## src/fsc_pkg.sv

```systemverilog
/*
 * Constants and types for the host-side flash status and continuity controller.
 * Assumes a 100 MHz system clock and an asynchronous NOR flash bus on the far side.
 */
package fsc_pkg;

    // ****************************************
    // Timing
    // ****************************************
    localparam int CLK_PERIOD_NS = 10;
    localparam int T_WE_PULSE_NS = 50;
    localparam int T_READ_NS = 100;
    localparam int T_RECOVER_NS = 30;
    localparam logic [7:0] T_WE_CYC = 8'((T_WE_PULSE_NS + CLK_PERIOD_NS - 1) / CLK_PERIOD_NS);
    localparam logic [7:0] T_READ_CYC = 8'((T_READ_NS + CLK_PERIOD_NS - 1) / CLK_PERIOD_NS);
    localparam logic [7:0] T_RECOVER_CYC = 8'((T_RECOVER_NS + CLK_PERIOD_NS - 1) / CLK_PERIOD_NS);

    // ****************************************
    // User command codes
    // ****************************************
    localparam logic [2:0] CMD_STATUS = 3'h0;
    localparam logic [2:0] CMD_CLEAR = 3'h1;
    localparam logic [2:0] CMD_CONT = 3'h2;
    localparam logic [2:0] CMD_SOFT_RESET = 3'h3;
    localparam logic [2:0] CMD_ERS_SUSPEND = 3'h4;
    localparam logic [2:0] CMD_ERS_RESUME = 3'h5;
    localparam logic [2:0] CMD_PRG_SUSPEND = 3'h6;
    localparam logic [2:0] CMD_PRG_RESUME = 3'h7;

    // ****************************************
    // Flash bus commands and addresses
    // ****************************************
    localparam logic [15:0] FL_STATUS_READ = 16'h0070;
    localparam logic [15:0] FL_STATUS_CLEAR = 16'h0071;
    localparam logic [15:0] FL_SOFT_RESET = 16'h00F0;
    localparam logic [15:0] FL_ERS_SUSPEND = 16'h00B0;
    localparam logic [15:0] FL_ERS_RESUME = 16'h0030;
    localparam logic [15:0] FL_PRG_SUSPEND = 16'h0051;
    localparam logic [15:0] FL_PRG_RESUME = 16'h0050;
    localparam logic [15:0] PAT1_X16 = 16'hFF00;
    localparam logic [15:0] PAT2_X16 = 16'h00FF;
    localparam logic [15:0] PAT1_X8 = 16'h00FF;
    localparam logic [15:0] PAT2_X8 = 16'h0000;
    localparam logic [26:0] AD_UNLOCK = 27'h0000555;
    localparam logic [26:0] AD_UNLOCK_X8 = 27'h0000AAA;
    localparam logic [26:0] AD_PAT1_X16 = 27'h2AAAA55;
    localparam logic [26:0] AD_PAT2_X16 = 27'h15555AA;
    localparam logic [26:0] AD_PAT1_X8 = 27'h55554AB;
    localparam logic [26:0] AD_PAT2_X8 = 27'h2AAAB54;
    localparam logic [26:0] AD_CMD_BASE = 27'h0000000;

    // ****************************************
    // Status word layout and sequence steps
    // ****************************************
    localparam int BIT_READY = 7;
    localparam int BIT_CONT = 0;
    localparam logic [2:0] STEP_CONT_PRE = 3'h2;
    localparam logic [2:0] STEP_CONT_POST = 3'h6;

    typedef enum logic [1:0] {OP_WRITE, OP_READ, OP_DONE} fsc_op_t;

    typedef struct packed {
        fsc_op_t op;
        logic [26:0] addr;
        logic [15:0] data;
    } fsc_step_t;

    typedef enum logic [3:0] {
        ST_IDLE, ST_FETCH, ST_WSETUP, ST_WPULSE, ST_WHOLD, ST_RLO, ST_RHI, ST_RECOV, ST_FINISH
    } fsc_state_t;

endpackage : fsc_pkg

```

## src/fsc_host_ctrl.sv

```systemverilog
/*
 * Host controller that drives a NOR flash over its asynchronous pins to read and
 * clear status, run suspend, resume and soft reset, and run the continuity check.
 * Assumes the flash data pins are resolved outside from flashDqOut and flashDqOe,
 * and that flashDqIn is synchronous to sys_clk.
 */
// Notes on behaviour
// - x16 check: clear, status read expect 0, FF00/00FF patterns, status read expect 1.
// - x8 check: status at AAA, FF at 55554AB, 00 at 2AAAB54, status at 555.
// - flashDieSel, latched from dieSel, picks which stacked die sees the pattern writes.
// - Byte mode reads both status bytes by toggling A-1 under held strobes.
// - Bits 6 to 1 are meaningless while busy; host disregards them.
// - Bits 15 to 8 are don't-care; host masks them on every read.
// - After a suspend the host polls status until the ready bit is 1.
`timescale 1ns/100ps
module fsc_host_ctrl
(
    // Clock, reset, enable
    input wire logic sys_clk,
    input wire logic sys_rst,
    input wire logic clkEn,
    // User command port
    input wire logic cmdValid,
    input wire logic [2:0] cmdCode,
    input wire logic byteMode,
    input wire logic dieSel,
    output logic cmdReady,
    output logic cmdDone,
    output logic [15:0] statusWord,
    output logic contPass,
    output logic contFail,
    // Flash bus
    output logic flashCeN,
    output logic flashOeN,
    output logic flashWeN,
    output logic [25:0] flashAddr,
    output logic flashAddrLsb,
    output logic flashDieSel,
    output logic [15:0] flashDqOut,
    output logic flashDqOe,
    input wire logic [15:0] flashDqIn
);

    // ****************************************
    // State
    // ****************************************
    typedef struct packed {
        fsc_pkg::fsc_state_t st;
        logic [2:0] step;
        logic [2:0] cmd;
        logic byteMd;
        logic [7:0] cnt;
        logic ceN;
        logic oeN;
        logic weN;
        logic [25:0] addr;
        logic addrLsb;
        logic die;
        logic [15:0] dqOut;
        logic dqOe;
        logic [15:0] status;
        logic done;
        logic ready;
        logic contPass;
        logic contFail;
        logic checkBad;
    } fsc_regs_t;

    fsc_regs_t r_r;
    fsc_regs_t r_nxt;

    // ****************************************
    // Sequence table
    // ****************************************
    function automatic fsc_pkg::fsc_step_t stepOf(input logic [2:0] cmd, input logic [2:0] idx,
                                                  input logic x8);
        fsc_pkg::fsc_step_t s;
        logic [26:0] stAddr;
        s = '{op: fsc_pkg::OP_DONE, addr: fsc_pkg::AD_CMD_BASE, data: 16'h0000};
        stAddr = x8 ? fsc_pkg::AD_UNLOCK_X8 : fsc_pkg::AD_UNLOCK;
        case (cmd)
            fsc_pkg::CMD_STATUS:
            begin
                case (idx)
                    3'h0: s = '{fsc_pkg::OP_WRITE, stAddr, fsc_pkg::FL_STATUS_READ};
                    3'h1: s.op = fsc_pkg::OP_READ;
                    default: s.op = fsc_pkg::OP_DONE;
                endcase
            end
            fsc_pkg::CMD_CLEAR:
                if (idx == 3'h0) s = '{fsc_pkg::OP_WRITE, fsc_pkg::AD_UNLOCK, fsc_pkg::FL_STATUS_CLEAR};
            fsc_pkg::CMD_SOFT_RESET:
                if (idx == 3'h0) s = '{fsc_pkg::OP_WRITE, fsc_pkg::AD_CMD_BASE, fsc_pkg::FL_SOFT_RESET};
            fsc_pkg::CMD_ERS_RESUME:
                if (idx == 3'h0) s = '{fsc_pkg::OP_WRITE, fsc_pkg::AD_CMD_BASE, fsc_pkg::FL_ERS_RESUME};
            fsc_pkg::CMD_PRG_RESUME:
                if (idx == 3'h0) s = '{fsc_pkg::OP_WRITE, fsc_pkg::AD_CMD_BASE, fsc_pkg::FL_PRG_RESUME};
            fsc_pkg::CMD_ERS_SUSPEND, fsc_pkg::CMD_PRG_SUSPEND:
            begin
                case (idx)
                    3'h0: s = '{fsc_pkg::OP_WRITE, fsc_pkg::AD_CMD_BASE,
                                (cmd == fsc_pkg::CMD_ERS_SUSPEND) ? fsc_pkg::FL_ERS_SUSPEND
                                                                  : fsc_pkg::FL_PRG_SUSPEND};
                    3'h1: s = '{fsc_pkg::OP_WRITE, stAddr, fsc_pkg::FL_STATUS_READ};
                    3'h2: s.op = fsc_pkg::OP_READ;
                    default: s.op = fsc_pkg::OP_DONE;
                endcase
            end
            fsc_pkg::CMD_CONT:
            begin
                case (idx)
                    3'h0: s = '{fsc_pkg::OP_WRITE, fsc_pkg::AD_UNLOCK, fsc_pkg::FL_STATUS_CLEAR};
                    3'h1: s = '{fsc_pkg::OP_WRITE, stAddr, fsc_pkg::FL_STATUS_READ};
                    3'h2: s.op = fsc_pkg::OP_READ;
                    3'h3: s = '{fsc_pkg::OP_WRITE, x8 ? fsc_pkg::AD_PAT1_X8 : fsc_pkg::AD_PAT1_X16,
                                x8 ? fsc_pkg::PAT1_X8 : fsc_pkg::PAT1_X16};
                    3'h4: s = '{fsc_pkg::OP_WRITE, x8 ? fsc_pkg::AD_PAT2_X8 : fsc_pkg::AD_PAT2_X16,
                                x8 ? fsc_pkg::PAT2_X8 : fsc_pkg::PAT2_X16};
                    3'h5: s = '{fsc_pkg::OP_WRITE, fsc_pkg::AD_UNLOCK, fsc_pkg::FL_STATUS_READ};
                    3'h6: s.op = fsc_pkg::OP_READ;
                    default: s.op = fsc_pkg::OP_DONE;
                endcase
            end
            default: s.op = fsc_pkg::OP_DONE;
        endcase
        return s;
    endfunction : stepOf

    // ****************************************
    // Next state
    // ****************************************
    always_comb
    begin
        fsc_pkg::fsc_step_t s;
        logic [15:0] word;
        logic isSusp;
        s = stepOf(r_r.cmd, r_r.step, r_r.byteMd);
        word = r_r.byteMd ? {flashDqIn[7:0], r_r.status[7:0]} : flashDqIn;
        isSusp = (r_r.cmd == fsc_pkg::CMD_ERS_SUSPEND) || (r_r.cmd == fsc_pkg::CMD_PRG_SUSPEND);
        r_nxt = r_r;
        r_nxt.done = 1'b0;
        case (r_r.st)
            fsc_pkg::ST_IDLE:
            begin
                if (cmdValid && r_r.ready)
                begin
                    r_nxt.cmd = cmdCode;
                    r_nxt.byteMd = byteMode;
                    r_nxt.die = dieSel;
                    r_nxt.step = 3'h0;
                    r_nxt.ready = 1'b0;
                    r_nxt.checkBad = 1'b0;
                    r_nxt.st = fsc_pkg::ST_FETCH;
                end
            end
            fsc_pkg::ST_FETCH:
            begin
                r_nxt.addr = r_r.byteMd ? s.addr[26:1] : s.addr[25:0];
                r_nxt.addrLsb = r_r.byteMd ? s.addr[0] : 1'b0;
                case (s.op)
                    fsc_pkg::OP_WRITE:
                    begin
                        r_nxt.dqOut = s.data;
                        r_nxt.dqOe = 1'b1;
                        r_nxt.ceN = 1'b0;
                        r_nxt.st = fsc_pkg::ST_WSETUP;
                    end
                    fsc_pkg::OP_READ:
                    begin
                        r_nxt.addrLsb = 1'b0;
                        r_nxt.ceN = 1'b0;
                        r_nxt.oeN = 1'b0;
                        r_nxt.cnt = fsc_pkg::T_READ_CYC - 8'h01;
                        r_nxt.st = fsc_pkg::ST_RLO;
                    end
                    default: r_nxt.st = fsc_pkg::ST_FINISH;
                endcase
            end
            fsc_pkg::ST_WSETUP:
            begin
                r_nxt.weN = 1'b0;
                r_nxt.cnt = fsc_pkg::T_WE_CYC - 8'h01;
                r_nxt.st = fsc_pkg::ST_WPULSE;
            end
            fsc_pkg::ST_WPULSE:
            begin
                r_nxt.cnt = r_r.cnt - 8'h01;
                if (r_r.cnt == 8'h00)
                begin
                    r_nxt.weN = 1'b1;
                    r_nxt.st = fsc_pkg::ST_WHOLD;
                end
            end
            fsc_pkg::ST_WHOLD:
            begin
                r_nxt.ceN = 1'b1;
                r_nxt.dqOe = 1'b0;
                r_nxt.step = r_r.step + 3'h1;
                r_nxt.cnt = fsc_pkg::T_RECOVER_CYC - 8'h01;
                r_nxt.st = fsc_pkg::ST_RECOV;
            end
            fsc_pkg::ST_RLO, fsc_pkg::ST_RHI:
            begin
                r_nxt.cnt = r_r.cnt - 8'h01;
                if (r_r.cnt == 8'h00)
                begin
                    if (r_r.byteMd && r_r.st == fsc_pkg::ST_RLO)
                    begin
                        // Strobes held low so one overlay entry yields both bytes
                        r_nxt.status[7:0] = flashDqIn[fsc_pkg::BIT_READY] ? flashDqIn[7:0]
                                            : {7'h00, flashDqIn[fsc_pkg::BIT_CONT]};
                        r_nxt.addrLsb = 1'b1;
                        r_nxt.cnt = fsc_pkg::T_READ_CYC - 8'h01;
                        r_nxt.st = fsc_pkg::ST_RHI;
                    end
                    else
                    begin
                        if (!r_r.byteMd)
                            word = flashDqIn;
                        // Upper byte is noise; busy hides the result bits
                        r_nxt.status = {8'h00, word[fsc_pkg::BIT_READY],
                                        word[fsc_pkg::BIT_READY] ? word[6:1] : 6'h00,
                                        word[fsc_pkg::BIT_CONT]};
                        if (r_r.cmd == fsc_pkg::CMD_CONT &&
                            ((r_r.step == fsc_pkg::STEP_CONT_PRE && word[fsc_pkg::BIT_CONT]) ||
                             (r_r.step == fsc_pkg::STEP_CONT_POST && !word[fsc_pkg::BIT_CONT])))
                            r_nxt.checkBad = 1'b1;
                        // Keep polling until the suspend has taken hold
                        if (isSusp && !word[fsc_pkg::BIT_READY])
                            r_nxt.step = r_r.step - 3'h1;
                        else
                            r_nxt.step = r_r.step + 3'h1;
                        r_nxt.ceN = 1'b1;
                        r_nxt.oeN = 1'b1;
                        r_nxt.cnt = fsc_pkg::T_RECOVER_CYC - 8'h01;
                        r_nxt.st = fsc_pkg::ST_RECOV;
                    end
                end
            end
            fsc_pkg::ST_RECOV:
            begin
                r_nxt.cnt = r_r.cnt - 8'h01;
                if (r_r.cnt == 8'h00)
                    r_nxt.st = fsc_pkg::ST_FETCH;
            end
            fsc_pkg::ST_FINISH:
            begin
                r_nxt.done = 1'b1;
                r_nxt.ready = 1'b1;
                if (r_r.cmd == fsc_pkg::CMD_CONT)
                begin
                    r_nxt.contPass = !r_r.checkBad;
                    r_nxt.contFail = r_r.checkBad;
                end
                r_nxt.st = fsc_pkg::ST_IDLE;
            end
            default: r_nxt.st = fsc_pkg::ST_IDLE;
        endcase
    end

    always_ff @(posedge sys_clk or posedge sys_rst)
    begin
        if (sys_rst)
        begin
            r_r <= '0;
            r_r.ceN <= 1'b1;
            r_r.oeN <= 1'b1;
            r_r.weN <= 1'b1;
            r_r.ready <= 1'b1;
        end
        else if (clkEn)
            r_r <= r_nxt;
    end

    assign cmdReady = r_r.ready;
    assign cmdDone = r_r.done;
    assign statusWord = r_r.status;
    assign contPass = r_r.contPass;
    assign contFail = r_r.contFail;
    assign flashCeN = r_r.ceN;
    assign flashOeN = r_r.oeN;
    assign flashWeN = r_r.weN;
    assign flashAddr = r_r.addr;
    assign flashAddrLsb = r_r.addrLsb;
    assign flashDieSel = r_r.die;
    assign flashDqOut = r_r.dqOut;
    assign flashDqOe = r_r.dqOe;
endmodule : fsc_host_ctrl

```

## config.mk

```make
export PLATFORM = sky130hd
export DESIGN_NAME = fsc_host_ctrl
export DESIGN_NICKNAME = d
export VERILOG_FILES = /design/src/fsc_pkg.sv /design/src/fsc_host_ctrl.sv
export SDC_FILE = /design/constraint.sdc
export NUM_CORES = 1
export LEC_CHECK = 0
export ABC_CLOCK_PERIOD_IN_PS = 4530
export BUFFER_PORTS_ARGS = -buffer_cell sky130_fd_sc_hd__buf_2
export CORE_MARGIN = 4
export CORE_UTILIZATION = 30
export DETAILED_ROUTE_END_ITERATION = 12
export GPL_TIMING_DRIVEN = 0
export PLACE_DENSITY = 0.57
export SLEW_MARGIN = 20
export SYNTH_ARGS = -nofsm -noshare
export SYNTH_HDL_FRONTEND = slang
export SYNTH_SLANG_ARGS = --single-unit
```

## constraint.sdc

```tcl
create_clock -name sys_clk -period 4.53 [get_ports sys_clk]
set_input_delay 0.906 -clock sys_clk [delete_from_list [all_inputs] [get_ports sys_clk]]
set_output_delay 0.906 -clock sys_clk [all_outputs]
set_load 0.02 [all_outputs]
```

Yosys cells after proc, flatten, opt, wreduce, memory -nomap -nowiden
Index checks and enable logic that the tools add are counted.
W data, S select, Z words.
{"block": "word_totals", "register_bits": 80, "input_bits": 25, "out_inout_bits": 68, "wordCells": 163}
{"block": "classes", "n_addsub": 3, "n_eq_ne": 33, "mux": 60, "reduce_logical": 47}
{"operator": "$pmux W45 S7", "n": 1}
{"operator": "$pmux W43 S5", "n": 1}
{"operator": "$mux W45", "n": 4}
{"operator": "$mux W8", "n": 9}
{"operator": "$pmux W28 S2", "n": 1}
{"operator": "$mux W26", "n": 2}
{"operator": "$pmux W8 S5", "n": 1}
{"operator": "$mux W28", "n": 1}
{"operator": "$pmux W4 S7", "n": 1}
{"operator": "$mux W27", "n": 1}
{"operator": "$reduce_and A3 Y1", "n": 8}
{"operator": "$eq A3 B3 Y1 const B", "n": 7}
{"operator": "$reduce_and A5 Y1", "n": 4}
{"operator": "$eq A4 B3 Y1 const B", "n": 4}
{"operator": "$mux W16", "n": 1}
{"operator": "$ne A2 B2 Y1 const B", "n": 8}
{"operator": "$mux W1", "n": 14}
{"operator": "$eq A3 B2 Y1 const B", "n": 4}
{"operator": "$mux W12", "n": 1}
{"operator": "$mux W4", "n": 3}
{"operator": "$pmux W1 S2", "n": 6}
{"operator": "$pmux W2 S2", "n": 3}
{"operator": "$reduce_or A2 Y1", "n": 6}
{"operator": "$mux W11", "n": 1}
{"operator": "32 further kinds", "n": 51}

Depth between registers and ports, before layout
{"block": "logic_depth", "ltp_word": 13, "mapped_depth": 9, "depth_no_buf": 7}

Worst setup path before layout
Ideal clock, no wire load.
{"block": "synth_timing", "kind": "reg2reg", "startpoint": "register r_r[81] (netlist name)", "endpoint": "register r_r[70] (netlist name)", "setup_ns": 0.125, "arrival_ns": 2.196, "required_time_ns": 4.405, "slack_ns": 2.209, "stages_incl_launch_ff": 10, "n_path_buf": 2, "synth_period_minus_slack_ns": 2.321, "cell_sequence": "dfrtp_1 > buf_2 > inv_1 > ha_1 > nand2b_1 > and2_1 > o31a_4 > or2_1 > buf_6 > mux2_4"}
{"block": "synth_via", "elab_chain_len": 7, "elab_cells_between_ends": 21, "cone_classes": "8 x eq/ne; 8 x mux; 5 x reduce/logical"}
{"element": "start, declared", "line": "fsc_host_ctrl.sv:69", "rtl": "fsc_regs_t r_r;"}
{"element": "start signal, assigned", "line": "fsc_host_ctrl.sv:272", "rtl": "r_r <= r_nxt;"}
{"element": "$eq A3 B3 Y1 (tied with other cells)", "line": "fsc_host_ctrl.sv:111", "rtl": "case (idx)"}
{"element": "$reduce_or A5 Y1 (no line) / $reduce_or A2 Y1 (equally long branches)"}
{"element": "$pmux W2 S2 (on tied branches)", "line": "fsc_host_ctrl.sv:111, fsc_host_ctrl.sv:100"}
{"element": "$pmux W45 S7 *", "line": "fsc_host_ctrl.sv:81", "rtl": "case (cmd)"}
{"element": "$eq A2 B1 Y1 *", "line": "fsc_host_ctrl.sv:160", "rtl": "case (s.op)"}
{"element": "$ne A2 B1 Y1 (no line) *"}
{"element": "$reduce_and A3 Y1 (no line) *"}
Every way passes the cells marked *; elsewhere a longest branch is shown, timed or not.
A chain may end at the register's enable or synchronous reset.

Final worst setup path
{"block": "layout_timing", "startpoint": "register r_r[81] (netlist name)", "endpoint": "register r_r (netlist bit flashAddrLsb)"}
{"block": "layout_via", "elab_chain_len": 7, "elab_cells_between_ends": 25, "cone_classes": "7 x eq/ne; 14 x mux; 4 x reduce/logical"}
{"element": "$eq A3 B3 Y1 (tied with other cells)", "line": "fsc_host_ctrl.sv:111"}
{"element": "$reduce_or A5 Y1 (no line) / $reduce_or A2 Y1 (equally long branches)"}
{"element": "$pmux W2 S2 (on tied branches)", "line": "fsc_host_ctrl.sv:111, fsc_host_ctrl.sv:100"}
{"element": "$pmux W45 S7 *", "line": "fsc_host_ctrl.sv:81"}
{"element": "$eq A2 B1 Y1", "line": "fsc_host_ctrl.sv:160"}
{"element": "$mux W1 *", "line": "fsc_host_ctrl.sv:160"}
{"element": "$pmux W1 S2 *", "line": "fsc_host_ctrl.sv:142", "rtl": "case (r_r.st)"}
Marked as above.

==> run metrics <==
vias in the first global route 3,111; maximum number of buffers from clock root to sink 2; placeable core region 12,600 um2; Startpoint Class flop; Detail Route Antenna Nets 0; switching portion of total power 0.463; number of antenna violations at the first check in global routing 0; DRT Wirelength 10,200 um; reported net switching power 1430 uW; detailed-route DRC error count 0; Area growth syn-to-layout 20.5%; Adder-Cell Fraction of Synth Area 0.0284; source-to-sink clock delay at the later pin of the worst-skew pair 0.30 ns; total number of clock tree sinks 56; CP Capture Type flop; Max Freq 0.370 GHz; parity-gate share of the synthesized area counting xor and xnor cells 0.00678; max-capacitance violation count 0; Mapped Avg Cell Area 9.04 um2; synthesized instance count 429; Leak 0.00232 uW; cells traversed along the worst timing path buf_2 > inv_1 > ha_1 > clkbuf_1 > nor4b_1 > nand2_1 > o21ai_0 > a21oi_1 > nor3_1; number of fillers in the final layout 1,305; Yosys warning count 0; postcts setup bufs 0; total of endpoints with negative setup slack in the final report 0; Register Area 1410 um2; endpoints failing hold 0; area occupied by multi-input gates 1890 um2; Crit path buffers/inverters 3; pin count of the biggest net entering global routing 33; # diodes 0; part of the cycle the worst path needs 0.596; weighted congestion at the end of routability-driven global placement 0.877; number of enable-type register cells in the synthesized netlist 0; global-route wire length before repair 16,300 um; combinational family with the most area after synthesis compound AO/OA/AOI/OAI gates; width of the chip 122 um; most common cell after layout, fill and taps aside sky130_fd_sc_hd__buf_2; path category of the worst min-delay check reg -> reg; post-layout minimum cycle time 2.70 ns; starting utilization of the core area 0.307; DP Area 4520 um2; WP data arrival 2.92 ns; multiplexer area fraction after synthesis 0.0642; post-synthesis share of cell area spent on and, or, nand and nor gates 0.187; number of different library cells in the post-synthesis netlist 74; Max Slew Vio Count 0; # resized after CTS 0; Seq cells post-synth 56; Netlist Area Pre-Place 3880 um2; Buffers on Ports 76; violation count after the first detailed-routing iteration 236; Int Power 1660 uW; H-tree Lvls 2; status complete, no violations; post-DR wirelength/cell 14.7 um; share of cells above drive strength 1 0.359; worst setup path category reg -> reg; slowest CP cell sky130_fd_sc_hd__nor4b_1; CTS tree built; measured slew at the worst slew-check pin 0.719 ns; part of the power in registers 0.266; PD cells 661 nW/um2; Setup Skew 0.00865 ns; RSZ-0062 raised after global routing no; Top Ports 93; dpl hpwl 7920 um; routed vias/inst 4.81; Required @ worst endpoint 4.75 ns; share of the yosys chip area belonging to registers 0.363; Top FF cell, synth sky130_fd_sc_hd__dfrtp_1; TritonCTS Buffers 5; largest fanout of any net on the critical path 10; overall die height 122 um; Die ar. 14,800 um2; VDD IR max 0.208 mV; clk slew on worst S/H paths 0.08 ns; summed negative setup slack over all endpoints 0 ns; final total power 3090 uW; number of search-and-repair iterations in the first detailed-routing pass 4; CTS Hold Buffers Added 0; post-synthesis compound-gate area fraction 0.192; remaining global-route overflow 0; cell row count 41; critical path's largest stage delay 0.57 ns; number of nets in the layout 553; headroom to the max-slew limit 0.517; relative contribution of combinational cells to total power 0.603; most frequent cells in the layout 86 x sky130_fd_sc_hd__buf_2, 58 x sky130_fd_sc_hd__buf_4, 52 x sky130_fd_sc_hd__dfrtp_1; post-layout instance area 4670 um2; relative contribution of the clock network to total power 0.131; root buffer cell sky130_fd_sc_hd__clkbuf_16; Overall Global Routing Usage 0.137; kind of cell adding the most delay to the critical path simple AND/OR/NAND/NOR gates; async set-or-reset flop fraction in the synthesized netlist 1.00; detailed-route via count 3,333
layout make-up:
type / count / area share
buffer: 82 / 0.119
clock buffer: 5 / 0.0268
clock inverter: 3 / 0.00562
inverter: 15 / 0.0126
multi-input combinational: 283 / 0.404
sequential: 56 / 0.301
tap: 172 / 0.0461
timing repair buffer: 77 / 0.0857
worst min-delay path, delay by kind of cell, from the launching register on:
kind / cells / cell delay, ns
simple gates: 1 / 0.05
flops: 1 / 0.35
compound gates: 1 / 0.06
power groups by stage:
stage	combinational, uW	sequential [uW]	clock, uW
6_report	1860	823	404
5_1_grt	2040	850	434
4_1_cts	1860	825	421
3_5_place_dp	1860	833	0
3_3_place_gp	1840	829	0
2_1_floorplan	1390	821	0
routing by layer:
metal	GRT usage	up-vias	part of all wire	wire length, um
met2	0.213	110	0.45	4560
li1	-	1645	-	-
met4	0.0483	0	0.019	191
met5	0	-	0	0
met1	0.194	1563	0.48	4860
met3	0.0232	15	0.057	578
per-stage QoR:
step	setup slack [ns]	hold slack, ns	cells	utilization
finish	1.83	0.483	693	0.370
CTS	1.88	0.490	693	0.370
detailed placement	1.90	0.472	685	0.358
floorplan	2.21	0.442	436	-
global route	1.60	0.511	693	0.370
global placement	1.44	0.465	684	0.357
path summary, 6_finish.rpt:
check                                   start             to  slack, ns  cells after the start
worst max-delay path                  r_r[81]   flashAddrLsb       1.83                      9
worst min-delay path            statusWord[4]  statusWord[4]       0.48                      2
worst max register to register        r_r[81]   flashAddrLsb       1.83                      9
worst min register to register  statusWord[4]  statusWord[4]       0.48                      2
max in group asynchronous             sys_rst       cmdReady       3.41                      3
min in group asynchronous             sys_rst  statusWord[1]       0.57                      2
cells in the mapped netlist, drive strengths merged (8+ instances only):
cell type / count / area [um2]
a31oi: 9 / 56.3
nand2: 45 / 169
dfrtp: 52 / 1300
nand2b: 10 / 62.6
clkbuf: 10 / 38.8
nand3: 12 / 65.1
o211ai: 8 / 60.1
buf: 72 / 516
mux2: 17 / 199
nor2: 20 / 82.6
o21ai: 26 / 130
o31ai: 8 / 65.1
ha: 8 / 100
inv: 15 / 56.3
a21oi: 17 / 85.1
cell families after synthesis:
family	after synthesis
AOI/OAI and AO/OA	109
xor gates and xnor gates	3
adders and majority gates	9
buffers and inverters	97
DFF	56
muxes	22
other	1
and+or+nand+nor	132
flip-flops by register name, summed over array words and instances (netlist names):
signal,count
cmdDone,1
cmdReady,1
contFail,1
contPass,1
flashAddr,11
flashAddrLsb,1
flashCeN,1
flashDieSel,1
flashDqOe,1
flashDqOut,7
flashOeN,1
flashWeN,1
r_r,20
statusWord,8
(Power assumes the default switching activity.)
